[src/logic/e1t_pkg.sv]
// Constants, types and helpers for the E1 transmit pin interface
// Functional notes
// - Formatter runs on 2.048 MHz primary clock
// - Serial data sampled on selected clock falling
// - Channel clock high during each channel LSB
// - Channel block programmable per each channel
// - Link demand clock requests spare-bit data
// - Link bits sampled, inserted into chosen Sa
// - Control bit makes sync pin an input
// - Output sync is frame or multiframe pulse
// - Backplane boundary pulse aligns with store on
// - Signaling input sampled on selected falling edge
// - Elastic output updates on primary rising edge
// - Formatter data sampled on primary falling edge
// - Bipolar outputs update on formatter clock rise
// - Control bit selects NRZ on positive output
// - Formatter clock output copies primary clock
// - Line inputs sampled on line clock falling
// - Connect pin loops formatter into line inputs
// - Bit one is MSB, sent first
// - Timeslot zero is sent first
package e1t_pkg;
  localparam int BIT_W  = 3;
  localparam int CH_W   = 5;
  localparam int FR_W   = 4;
  localparam int POS_W  = BIT_W + CH_W + FR_W;
  localparam int ES_AW  = BIT_W + CH_W + 1;
  localparam int ES_DEPTH = 1 << ES_AW;
  localparam int NCH    = 32;
  localparam int SA_N   = 5;
  localparam int LSH_W  = 8;
  localparam int DW     = 32;
  localparam int BE_W   = 4;
  localparam int BYTE_W = 8;
  localparam int AV_AW  = 4;

  localparam logic [BIT_W-1:0] MSB_BIT  = 3'h0;
  localparam logic [BIT_W-1:0] LSB_BIT  = 3'h7;
  localparam logic [BIT_W-1:0] SA4_BIT  = 3'h3;
  localparam logic [CH_W-1:0]  FAS_SLOT = 5'h00;
  localparam logic [CH_W-1:0]  SIG_SLOT = 5'h10;
  localparam logic [FR_W-1:0]  MF_START = 4'h0;
  localparam logic [7:0]       FAS_BYTE = 8'h9B;

  // Register byte offsets
  localparam logic [AV_AW-1:0] OFS_CTRL  = 4'h0;
  localparam logic [AV_AW-1:0] OFS_CHBLK = 4'h4;
  localparam logic [AV_AW-1:0] OFS_STAT  = 4'h8;
  localparam logic [AV_AW-1:0] OFS_LINE  = 4'hC;

  // Control register fields
  localparam int C_SYNC_IN = 0;
  localparam int C_SYNC_MF = 1;
  localparam int C_NRZ     = 2;
  localparam int C_ES      = 3;
  localparam int C_LINK    = 4;
  localparam int C_SIG     = 5;
  localparam int C_SA      = 8;
  localparam logic [DW-1:0]  CTRL_RST  = 32'h0000_0000;
  localparam logic [NCH-1:0] CHBLK_RST = 32'h0000_0000;

  // Pin synchroniser slots
  localparam int P_PCLK  = 0;
  localparam int P_BCLK  = 1;
  localparam int P_LCLK  = 2;
  localparam int P_SER   = 3;
  localparam int P_SIG   = 4;
  localparam int P_LINK  = 5;
  localparam int P_FDAT  = 6;
  localparam int P_LPOS  = 7;
  localparam int P_LNEG  = 8;
  localparam int P_SYNC  = 9;
  localparam int P_BSYNC = 10;
  localparam int P_CONN  = 11;
  localparam int NPIN    = 12;

  typedef enum logic [1:0] {
    BUS_IDLE = 2'b01,
    BUS_ACK  = 2'b10
  } e1t_bus_t;

  function automatic logic [BIT_W-1:0] pos_bit(input logic [POS_W-1:0] p);
    pos_bit = p[BIT_W-1:0];
  endfunction : pos_bit

  function automatic logic [CH_W-1:0] pos_ch(input logic [POS_W-1:0] p);
    pos_ch = p[BIT_W+CH_W-1:BIT_W];
  endfunction : pos_ch

  function automatic logic [FR_W-1:0] pos_fr(input logic [POS_W-1:0] p);
    pos_fr = p[POS_W-1:BIT_W+CH_W];
  endfunction : pos_fr

  // Odd frames carry the spare bits, even frames the alignment word
  function automatic logic sa_hit(input logic [POS_W-1:0] p, input logic [SA_N-1:0] sel);
    logic [BIT_W-1:0] k;
    k = pos_bit(p) - SA4_BIT;
    sa_hit = (pos_ch(p) == FAS_SLOT) && p[BIT_W+CH_W] && (pos_bit(p) >= SA4_BIT) && sel[k];
  endfunction : sa_hit

  function automatic logic [POS_W-1:0] frame_start(input logic [POS_W-1:0] p,
                                                   input logic mf);
    frame_start = '0;
    frame_start[POS_W-1:BIT_W+CH_W] = mf ? MF_START : pos_fr(p);
  endfunction : frame_start

  function automatic logic [DW-1:0] be_merge(input logic [DW-1:0] old_v,
                                             input logic [DW-1:0] new_v,
                                             input logic [BE_W-1:0] be);
    be_merge = old_v;
    for (int i = 0; i < BE_W; i++)
      if (be[i])
        be_merge[i*BYTE_W +: BYTE_W] = new_v[i*BYTE_W +: BYTE_W];
  endfunction : be_merge
endpackage : e1t_pkg

[src/logic/e1t_mem_if.sv]
// Port bundle between the transmit core and its elastic store memory
`timescale 1ns/1ns
interface e1t_mem_if;
  import e1t_pkg::*;
  logic             wr_en;
  logic [ES_AW-1:0] wr_addr;
  logic             wr_data;
  logic [ES_AW-1:0] rd_addr;
  logic             rd_data;
  modport core  (output wr_en, wr_addr, wr_data, rd_addr, input rd_data);
  modport store (input wr_en, wr_addr, wr_data, rd_addr, output rd_data);
endinterface : e1t_mem_if

[src/logic/e1t_pin_sync.sv]
// Two-flop pin synchroniser with registered edge pulses
`timescale 1ns/1ns
module e1t_pin_sync (
  // Clock, reset and enable
  input  wire logic clk_in,
  input  wire logic arst_n_in,
  input  wire logic clk_en_in,
  // Pin and results
  input  wire logic pin_in,
  output logic      level_out,
  output logic      rise_out,
  output logic      fall_out
);
  typedef struct packed {
    logic s1;
    logic s2;
    logic lvl;
    logic rise;
    logic fall;
  } e1t_sync_t;

  e1t_sync_t st_ff;
  e1t_sync_t nxt_st;

  // First stage feeds only the second stage
  always_comb
  begin
    nxt_st.s1   = pin_in;
    nxt_st.s2   = st_ff.s1;
    nxt_st.lvl  = st_ff.s2;
    nxt_st.rise = st_ff.s2 & ~st_ff.lvl;
    nxt_st.fall = ~st_ff.s2 & st_ff.lvl;
  end

  always_ff @(posedge clk_in or negedge arst_n_in)
  begin
    if (!arst_n_in)
      st_ff <= '0;
    else if (clk_en_in)
      st_ff <= nxt_st;
  end

  assign level_out = st_ff.lvl;
  assign rise_out  = st_ff.rise;
  assign fall_out  = st_ff.fall;
endmodule : e1t_pin_sync

[src/logic/e1t_es_mem.sv]
// Two-frame elastic store bit memory with registered read
`timescale 1ns/1ns
module e1t_es_mem
  import e1t_pkg::*;
(
  // Clock, reset and enable
  input  wire logic clk_in,
  input  wire logic arst_n_in,
  input  wire logic clk_en_in,
  // Memory port
  e1t_mem_if.store  mem_io
);
  typedef struct packed {
    logic [ES_DEPTH-1:0] bits;
    logic                rd;
  } e1t_mem_t;

  e1t_mem_t st_ff;
  e1t_mem_t nxt_st;

  always_comb
  begin
    nxt_st = st_ff;
    if (mem_io.wr_en)
      nxt_st.bits[mem_io.wr_addr] = mem_io.wr_data;
    nxt_st.rd = st_ff.bits[mem_io.rd_addr];
  end

  always_ff @(posedge clk_in or negedge arst_n_in)
  begin
    if (!arst_n_in)
      st_ff <= '0;
    else if (clk_en_in)
      st_ff <= nxt_st;
  end

  assign mem_io.rd_data = st_ff.rd;
endmodule : e1t_es_mem

[src/logic/e1t_tx_pins.sv]
// Transmit-side pin interface: store path, formatter, sync and line sampling
`timescale 1ns/1ns
module e1t_tx_pins
  import e1t_pkg::*;
(
  // Clock, reset and enable
  input  wire logic             clk_in,
  input  wire logic             arst_n_in,
  input  wire logic             clk_en_in,
  // Register bus
  input  wire logic [AV_AW-1:0] avs_address_in,
  input  wire logic             avs_read_in,
  input  wire logic             avs_write_in,
  input  wire logic [DW-1:0]    avs_writedata_in,
  input  wire logic [BE_W-1:0]  avs_byteenable_in,
  output logic [DW-1:0]         avs_readdata_out,
  output logic                  avs_waitrequest_out,
  // Backplane side
  input  wire logic             tx_primary_clock_in,
  input  wire logic             tx_backplane_clock_in,
  input  wire logic             tx_serial_in,
  input  wire logic             tx_signaling_in,
  input  wire logic             tx_link_in,
  input  wire logic             tx_backplane_boundary_in,
  input  wire logic             tx_boundary_pulse_in,
  input  wire logic             tx_formatter_in,
  output logic                  tx_boundary_pulse_out,
  output logic                  tx_boundary_pulse_oe_out,
  output logic                  tx_channel_clock_out,
  output logic                  tx_channel_block_out,
  output logic                  tx_link_demand_clock_out,
  output logic                  tx_elastic_out,
  // Line side
  input  wire logic             line_pos_in,
  input  wire logic             line_neg_in,
  input  wire logic             line_tx_clock_in,
  input  wire logic             line_iface_connect_in,
  output logic                  fmt_pos_out,
  output logic                  fmt_neg_out,
  output logic                  fmt_clock_out
);
  typedef struct packed {
    e1t_bus_t         bus;
    logic             waitreq;
    logic [DW-1:0]    rdata;
    logic [DW-1:0]    ctrl;
    logic [NCH-1:0]   chblk_sel;
    logic [POS_W-1:0] bpos;
    logic [POS_W-1:0] fpos;
    logic             sdat;
    logic             sig;
    logic             eso;
    logic             fdat;
    logic             pos;
    logic             neg;
    logic             ami_neg;
    logic             fmt_clk;
    logic             chclk;
    logic             chblk;
    logic             link_clk;
    logic             sync_o;
    logic             sync_oe;
    logic [LSH_W-1:0] lpos;
    logic [LSH_W-1:0] lneg;
  } e1t_state_t;

  e1t_state_t      st_ff;
  e1t_state_t      nxt_st;
  logic [NPIN-1:0] pin_raw;
  logic [NPIN-1:0] pin_lvl;
  logic [NPIN-1:0] pin_rise;
  logic [NPIN-1:0] pin_fall;
  logic            es_on;
  logic            mf_sel;
  logic            b_rise;
  logic            b_fall;
  logic            p_rise;
  logic            p_fall;
  logic            l_fall;
  logic            l_pos;
  logic            l_neg;
  logic [SA_N-1:0] sa_sel;

  e1t_mem_if es_if ();

  assign pin_raw[P_PCLK]  = tx_primary_clock_in;
  assign pin_raw[P_BCLK]  = tx_backplane_clock_in;
  assign pin_raw[P_LCLK]  = line_tx_clock_in;
  assign pin_raw[P_SER]   = tx_serial_in;
  assign pin_raw[P_SIG]   = tx_signaling_in;
  assign pin_raw[P_LINK]  = tx_link_in;
  assign pin_raw[P_FDAT]  = tx_formatter_in;
  assign pin_raw[P_LPOS]  = line_pos_in;
  assign pin_raw[P_LNEG]  = line_neg_in;
  assign pin_raw[P_SYNC]  = tx_boundary_pulse_in;
  assign pin_raw[P_BSYNC] = tx_backplane_boundary_in;
  assign pin_raw[P_CONN]  = line_iface_connect_in;

  // Clocks and data share one latency, so data lines up with clock edges
  genvar gi;
  generate
    for (gi = 0; gi < NPIN; gi++)
    begin : g_pin
      e1t_pin_sync u_sync (
        .clk_in    (clk_in),
        .arst_n_in (arst_n_in),
        .clk_en_in (clk_en_in),
        .pin_in    (pin_raw[gi]),
        .level_out (pin_lvl[gi]),
        .rise_out  (pin_rise[gi]),
        .fall_out  (pin_fall[gi])
      );
    end
  endgenerate

  e1t_es_mem u_es (
    .clk_in    (clk_in),
    .arst_n_in (arst_n_in),
    .clk_en_in (clk_en_in),
    .mem_io    (es_if.store)
  );

  assign es_on  = st_ff.ctrl[C_ES];
  assign mf_sel = st_ff.ctrl[C_SYNC_MF];
  assign sa_sel = st_ff.ctrl[C_SA +: SA_N];
  assign p_rise = pin_rise[P_PCLK];
  assign p_fall = pin_fall[P_PCLK];
  // Backplane clock is only trusted with the store on
  assign b_rise = es_on ? pin_rise[P_BCLK] : p_rise;
  assign b_fall = es_on ? pin_fall[P_BCLK] : p_fall;
  // Loopback uses the internal formatter clock and data
  assign l_fall = pin_lvl[P_CONN] ? p_fall : pin_fall[P_LCLK];
  assign l_pos  = pin_lvl[P_CONN] ? st_ff.pos : pin_lvl[P_LPOS];
  assign l_neg  = pin_lvl[P_CONN] ? st_ff.neg : pin_lvl[P_LNEG];

  // Store written on backplane timing, read on primary timing
  assign es_if.wr_en   = b_fall & es_on;
  assign es_if.wr_addr = st_ff.bpos[ES_AW-1:0];
  assign es_if.wr_data = pin_lvl[P_SER];
  assign es_if.rd_addr = st_ff.fpos[ES_AW-1:0];

  always_comb
  begin
    nxt_st = st_ff;
    // Register bus slave
    case (st_ff.bus)
      BUS_IDLE:
      begin
        if (avs_read_in || avs_write_in)
        begin
          nxt_st.bus     = BUS_ACK;
          nxt_st.waitreq = 1'b0;
          case (avs_address_in)
            OFS_CTRL:  nxt_st.rdata = st_ff.ctrl;
            OFS_CHBLK: nxt_st.rdata = st_ff.chblk_sel;
            OFS_STAT:  nxt_st.rdata = DW'({st_ff.bpos, st_ff.fpos});
            OFS_LINE:  nxt_st.rdata = DW'({st_ff.lneg, st_ff.lpos});
            default:   nxt_st.rdata = '0;
          endcase
        end
      end
      BUS_ACK:
      begin
        nxt_st.bus     = BUS_IDLE;
        nxt_st.waitreq = 1'b1;
        if (avs_write_in && avs_address_in == OFS_CTRL)
          nxt_st.ctrl = be_merge(st_ff.ctrl, avs_writedata_in, avs_byteenable_in);
        if (avs_write_in && avs_address_in == OFS_CHBLK)
          nxt_st.chblk_sel = be_merge(st_ff.chblk_sel, avs_writedata_in,
                                      avs_byteenable_in);
      end
      default:
      begin
        nxt_st.bus     = BUS_IDLE;
        nxt_st.waitreq = 1'b1;
      end
    endcase

    // Backplane-side sampling
    if (b_fall)
    begin
      nxt_st.sdat = pin_lvl[P_SER];
      if (st_ff.ctrl[C_SIG])
        nxt_st.sig = pin_lvl[P_SIG];
    end
    if (b_rise && es_on)
      nxt_st.bpos = st_ff.bpos + 1'b1;
    if (es_on && pin_rise[P_BSYNC])
      nxt_st.bpos = frame_start(st_ff.bpos, mf_sel);

    // Bit 0 of a slot is its MSB; slot 0 follows the frame start
    if (p_rise)
      nxt_st.fpos = st_ff.fpos + 1'b1;
    if (st_ff.ctrl[C_SYNC_IN] && pin_rise[P_SYNC])
      nxt_st.fpos = frame_start(st_ff.fpos, mf_sel);
    if (!es_on)
      nxt_st.bpos = nxt_st.fpos;

    if (b_rise)
    begin
      nxt_st.chclk = pos_bit(nxt_st.bpos) == LSB_BIT;
      nxt_st.chblk = st_ff.chblk_sel[pos_ch(nxt_st.bpos)];
    end

    // All primary-timed outputs move on the rising edge only
    if (p_rise)
    begin
      nxt_st.eso      = es_on ? es_if.rd_data : st_ff.sdat;
      nxt_st.link_clk = st_ff.ctrl[C_LINK] && sa_hit(nxt_st.fpos, sa_sel);
      nxt_st.sync_o   = pos_bit(nxt_st.fpos) == MSB_BIT && pos_ch(nxt_st.fpos) == FAS_SLOT
                        && (!mf_sel || pos_fr(nxt_st.fpos) == MF_START);
      if (st_ff.ctrl[C_NRZ])
      begin
        nxt_st.pos = st_ff.fdat;
        nxt_st.neg = 1'b0;
      end
      else
      begin
        nxt_st.pos = st_ff.fdat & ~st_ff.ami_neg;
        nxt_st.neg = st_ff.fdat & st_ff.ami_neg;
        if (st_ff.fdat)
          nxt_st.ami_neg = ~st_ff.ami_neg;
      end
    end

    // Formatter input and overhead insertion on the falling edge
    if (p_fall)
    begin
      nxt_st.fdat = pin_lvl[P_FDAT];
      if (pos_ch(st_ff.fpos) == FAS_SLOT && !st_ff.fpos[BIT_W+CH_W])
        nxt_st.fdat = FAS_BYTE[LSB_BIT - pos_bit(st_ff.fpos)];
      if (st_ff.ctrl[C_LINK] && sa_hit(st_ff.fpos, sa_sel))
        nxt_st.fdat = pin_lvl[P_LINK];
      if (st_ff.ctrl[C_SIG] && pos_ch(st_ff.fpos) == SIG_SLOT)
        nxt_st.fdat = st_ff.sig;
    end

    nxt_st.fmt_clk = pin_lvl[P_PCLK];
    nxt_st.sync_oe = ~st_ff.ctrl[C_SYNC_IN];

    if (l_fall)
    begin
      nxt_st.lpos = {st_ff.lpos[LSH_W-2:0], l_pos};
      nxt_st.lneg = {st_ff.lneg[LSH_W-2:0], l_neg};
    end
  end

  always_ff @(posedge clk_in or negedge arst_n_in)
  begin
    if (!arst_n_in)
    begin
      st_ff           <= '0;
      st_ff.bus       <= BUS_IDLE;
      st_ff.waitreq   <= 1'b1;
      st_ff.ctrl      <= CTRL_RST;
      st_ff.chblk_sel <= CHBLK_RST;
      st_ff.sync_oe   <= 1'b1;
    end
    else if (clk_en_in)
      st_ff <= nxt_st;
  end

  assign avs_readdata_out         = st_ff.rdata;
  assign avs_waitrequest_out      = st_ff.waitreq;
  assign tx_boundary_pulse_out    = st_ff.sync_o;
  assign tx_boundary_pulse_oe_out = st_ff.sync_oe;
  assign tx_channel_clock_out     = st_ff.chclk;
  assign tx_channel_block_out     = st_ff.chblk;
  assign tx_link_demand_clock_out = st_ff.link_clk;
  assign tx_elastic_out           = st_ff.eso;
  assign fmt_pos_out              = st_ff.pos;
  assign fmt_neg_out              = st_ff.neg;
  assign fmt_clock_out            = st_ff.fmt_clk;
endmodule : e1t_tx_pins

[config.mk]
export PLATFORM = sky130hd
export DESIGN_NAME = e1t_tx_pins
export DESIGN_NICKNAME = d
export VERILOG_FILES = /design/src/logic/e1t_pkg.sv /design/src/logic/e1t_mem_if.sv /design/src/logic/e1t_pin_sync.sv /design/src/logic/e1t_es_mem.sv /design/src/logic/e1t_tx_pins.sv
export SDC_FILE = /design/constraint.sdc
export NUM_CORES = 1
export LEC_CHECK = 0
export BUFFER_PORTS_ARGS = -buffer_cell sky130_fd_sc_hd__buf_4
export CORE_MARGIN = 4
export CORE_UTILIZATION = 40
export CTS_CLUSTER_DIAMETER = 150
export DETAILED_ROUTE_END_ITERATION = 8
export PLACE_DENSITY = 0.64
export SYNTH_ARGS = -nofsm -noshare
export SYNTH_HDL_FRONTEND = slang
export SYNTH_SLANG_ARGS = --single-unit
[constraint.sdc]
create_clock -name clk_in -period 4 [get_ports clk_in]
set_clock_uncertainty 0.1 [all_clocks]
set_input_delay 0.2 -clock clk_in [delete_from_list [all_inputs] [get_ports clk_in]]
set_output_delay 0.2 -clock clk_in [all_outputs]
set_load 0.03 [all_outputs]
==> flow_summary_export.csv <==
group,metric,value,unit
sta,fin_tns_setup,0,ns
placed_design,dpl.cell_count,4629,
finish,syn2layout_area_growth,14.8,%
worst_setup_path,critPathMaxFanout,30,
synth,synth.distinct_cells,76,
clocking,root_buffer,"clkbuf_16",
run_status,status,"completed",
global_routing,grt_max_degree,93,
worst_setup_path,crit_chain,"buf_12, mux4_1, mux4_2, a21oi_1, nor3_1, o31a_1, o311a_1",
floorplan,io_pins,99,
sta,fin_crit_sh,0.824,
synth,synth-async-reset-ratio,1.00,
worst_setup_path,cp-startpoint,"es_if.rd_addr[0]",
finish,diodes,0,
synth,ys_seq_area_frac,0.503,
placed_design,io_buffers,98,
sta,rsz0062_at_grt,"false",
power,power,19.7,mW
worst_setup_path,path_buf_inv,1,
synth,synth-seq-cells,707,
global_routing,overflow,0,
routing,route.detailed.drc,0,
clocking,cts_tree,"yes",
finish,utilization,0.464,
worst_setup_path,required,4.41,ns
worst_setup_path,reg2reg_from,"es_if.rd_addr[0]",
placed_design,place.gp.congestion,0.937,
placed_design,dpl_cell_area,0.0373,mm2
power,p_leak,19.5,nW
min_path,min_path_type,"in -> reg",
power,powerDensity,488,mW/mm2
finish,fin_cells,4810,
worst_setup_path,critPathKind,"reg -> reg",
worst_setup_path,cp-start-kind,"register",
worst_setup_path,cp_num_cells,7,
clocking,numCtsBuffers,76,
synth,syn_area_per_cell,9.87,um2
floorplan,die_h,305,um
finish,register_area,0.0177,mm2
synth,synth_enable_flop_cells,0,
global_routing,grt_antenna_before_repair,1,
global_routing,first_global_vias,29000,
finish,multi_input_area,0.0160,mm2
routing,vias,29700,
floorplan,die_area,0.0927,mm2
global_routing,busiest_layer,"met2",
sta,worstMarginPinSlew,1.22,ns
global_routing,met2_usage,0.398,
synth,yosys_warnings,0,
finish,drive_gt1_frac,0.192,
global_routing,grt_pass1_wl,188000,um
synth,yosysTopAreaCell,"dfrtp_1",
clocking,cts.sink_count,707,
placed_design,place_ws,0.731,ns
floorplan,fp.coreArea,0.0870,mm2
clocking,cts.repair.resized,0,
sta,drv_slew,0,
power,ir_drop,0.000310,V
job,maxCapViolCount,0,
sta,finalHoldViolCount,0,
worst_setup_path,endpoint,"u_es.mem_io.rd_data",
clocking,postCtsHoldBufs,47,
routing,wl_per_cell,25.7,um
finish,fin_nets,3667,
worst_setup_path,rrSetupSlack,0.70,ns
sta,min_period,3.30,ns
placed_design,hpwl,74500,um
worst_setup_path,cp_top_family,"multiplexers",
routing,drtPass1Iterations,6,
synth,synthCells,3562,
routing,viasPerCell,6.17,
worst_setup_path,endpoint_kind,"register",
global_routing,grtUsageMet1,0.350,
routing,drt_iter0_markers,3916,
sta,setup_viol,0,
clocking,cts_setup_buffers,0,
global_routing,grt_usage,0.261,
sta,slew_headroom,0.185,
floorplan,die_w,305,um
sta,worst_slack,0.703,ns
floorplan,core.rowCount,108,
finish,final_area,0.0404,mm2
clocking,cts_max_level,3,
synth,synth_area_leaders,"dfrtp_1 50%, o21ai_0 7.3%, mux4_2 6.9%",
global_routing,grt.met3_usage,0.0715,
worst_setup_path,reg2reg_to,"u_es.mem_io.rd_data",
finish,fillers,8103,
synth,synth_top_area_frac,0.502,
worst_setup_path,cp_data_arrival_time,3.71,ns
routing,antenna_left,0,
sta,whs,0.0615,ns
worst_setup_path,critPathSlowestCell,"dfrtp_4",
synth,netlist_area,0.0352,mm2
worst_setup_path,slowest_delay,0.71,ns
routing,routed_wl,124000,um
floorplan,initial_utilization,0.404,
sta,fmax,303,MHz
worst_setup_path,reg2reg_depth,7,
clocking,path_clk_slew,0.06,ns
synth,synthesis.nets,3630,
synth,ys.flop_type,"dfrtp_1",
clocking,clock_path_buffers,3,
clocking,worstSkewPairLatency,0.63,ns
-- worst reg2reg max path: stages, from the launching register on --
cell	delay (ns)
dfrtp_4	0.71
buf_12	0.32
mux4_1	0.62
mux4_2	0.54
a21oi_1	0.22
nor3_1	0.08
o31a_1	0.27
o311a_1	0.34
-- power breakdown --
group          switching [mW]  internal (mW)  leakage, nW  total, mW
registers               0.502           7.43         9.70       7.93
logic                    2.82           1.59         8.58       4.40
clock network            2.98           4.40         1.26       7.38
-- metal layers --
layer  wire (um)  vias up
met5          23        -
met4        6160        2
met3       13900      389
met2       55100     1815
met1       48600    14800
li1            -    12700
-- synth_stat cells (4+ instances only) --
cell       instances
o2111ai_1          7
xnor2_1            9
nor4_1             4
nor3_1            23
a21oi_1           33
nand3_1          474
or3_1              4
a22oi_1           21
mux4_1             4
mux4_2           108
o21a_1             4
dfrtp_1          705
o22ai_1           14
nor2b_1           12
nand3b_1           5
nand2_1          627
and3_1             5
o211ai_1           7
o31ai_1            5
a211oi_1           4
a31oi_1            6
a311oi_1           4
buf_1             15
o21ai_1            9
buf_6              5
buf_2             19
mux2i_1           88
and2_1            10
mux2_2           181
nand2b_1           9
o21ai_0          512
a221oi_1          31
xor2_1             4
ha_1              11
nand4_1           10
clkbuf_1         256
nor2_1           172
buf_12             4
inv_1             21
buf_4             40
a22o_1            24
-- final cells by class --
class,count,share of cell area
timing repair buffer,301,0.0643
clock buffer,115,0.0568
sequential,707,0.439
clock inverter,19,0.00700
multi-input combinational,2489,0.395
tap,1155,0.0358
inverter,24,0.00223
-- cell usage in the layout (no fill, tap or decap), types with 7 or more instances in the layout --
cell           Yosys  final
dfrtp_1          705    701
nand2_1          627    627
o21ai_0          512    512
nand3_1          474    470
buf_4             40    236
mux2_2           181    181
nor2_1           172    160
mux4_2           108    108
mux2i_1           88     88
clkbuf_16          0     79
dlygate4sd3_1      0     47
a21oi_1           33     33
a221oi_1          31     31
a22o_1            24     24
inv_1             21     21
a22oi_1           21     21
nor3_1            23     19
clkbuf_1         256     18
clkbuf_8           0     18
buf_12             4     17
o22ai_1           14     14
nor2_4             0     12
nor2b_1           12     12
ha_1              11     11
and2_1            10     10
nand4_1           10     10
nand2b_1           9      9
xnor2_1            9      9
o21ai_1            9      9
clkinv_2           0      8
o211ai_1           7      7
bufinv_16          0      7
-- registers in the layout, summed over array words and instances (netlist names), 3 cells and up --
signal	flops
g_pin.u_sync.fall_out	3
avs_readdata_out	32
g_pin.u_sync.nxt_st	24
g_pin.u_sync.level_out	12
sa_sel	5
u_es.st_ff	512
g_pin.u_sync.rise_out	4
st_ff	85
es_if.rd_addr	9
es_if.wr_addr	9
-- cell families (layout without fill, tap and decap cells) --
group,count (synthesis),in the layout,synth area share
xor gates and xnor gates,13,13,0.00324
and+or+nand+nor,1370,1370,0.170
muxes,384,384,0.156
DFF,707,707,0.503
AOI/OAI and AO/OA,711,711,0.116
adders and majority gates,11,11,0.00391
buffers and inverters,366,459,0.0477
-- how the worst min path moves through the flow --
stage	startpoint	to	slack, ns	cells past startpoint
after floorplan	arst_n_in	avs_readdata_out[0]	-0.20	0
after global placement	arst_n_in	g_pin[7].u_sync.nxt_st[3]	0.21	1
after detailed placement	arst_n_in	g_pin[7].u_sync.nxt_st[3]	0.21	1
after CTS	avs_byteenable_in[1]	sa_sel[3]	0.04	5
after global routing	avs_read_in	st_ff[150]	0.09	4
final	avs_byteenable_in[1]	sa_sel[3]	0.06	5
No activity file was read; power rests on OpenSTA's default activity.
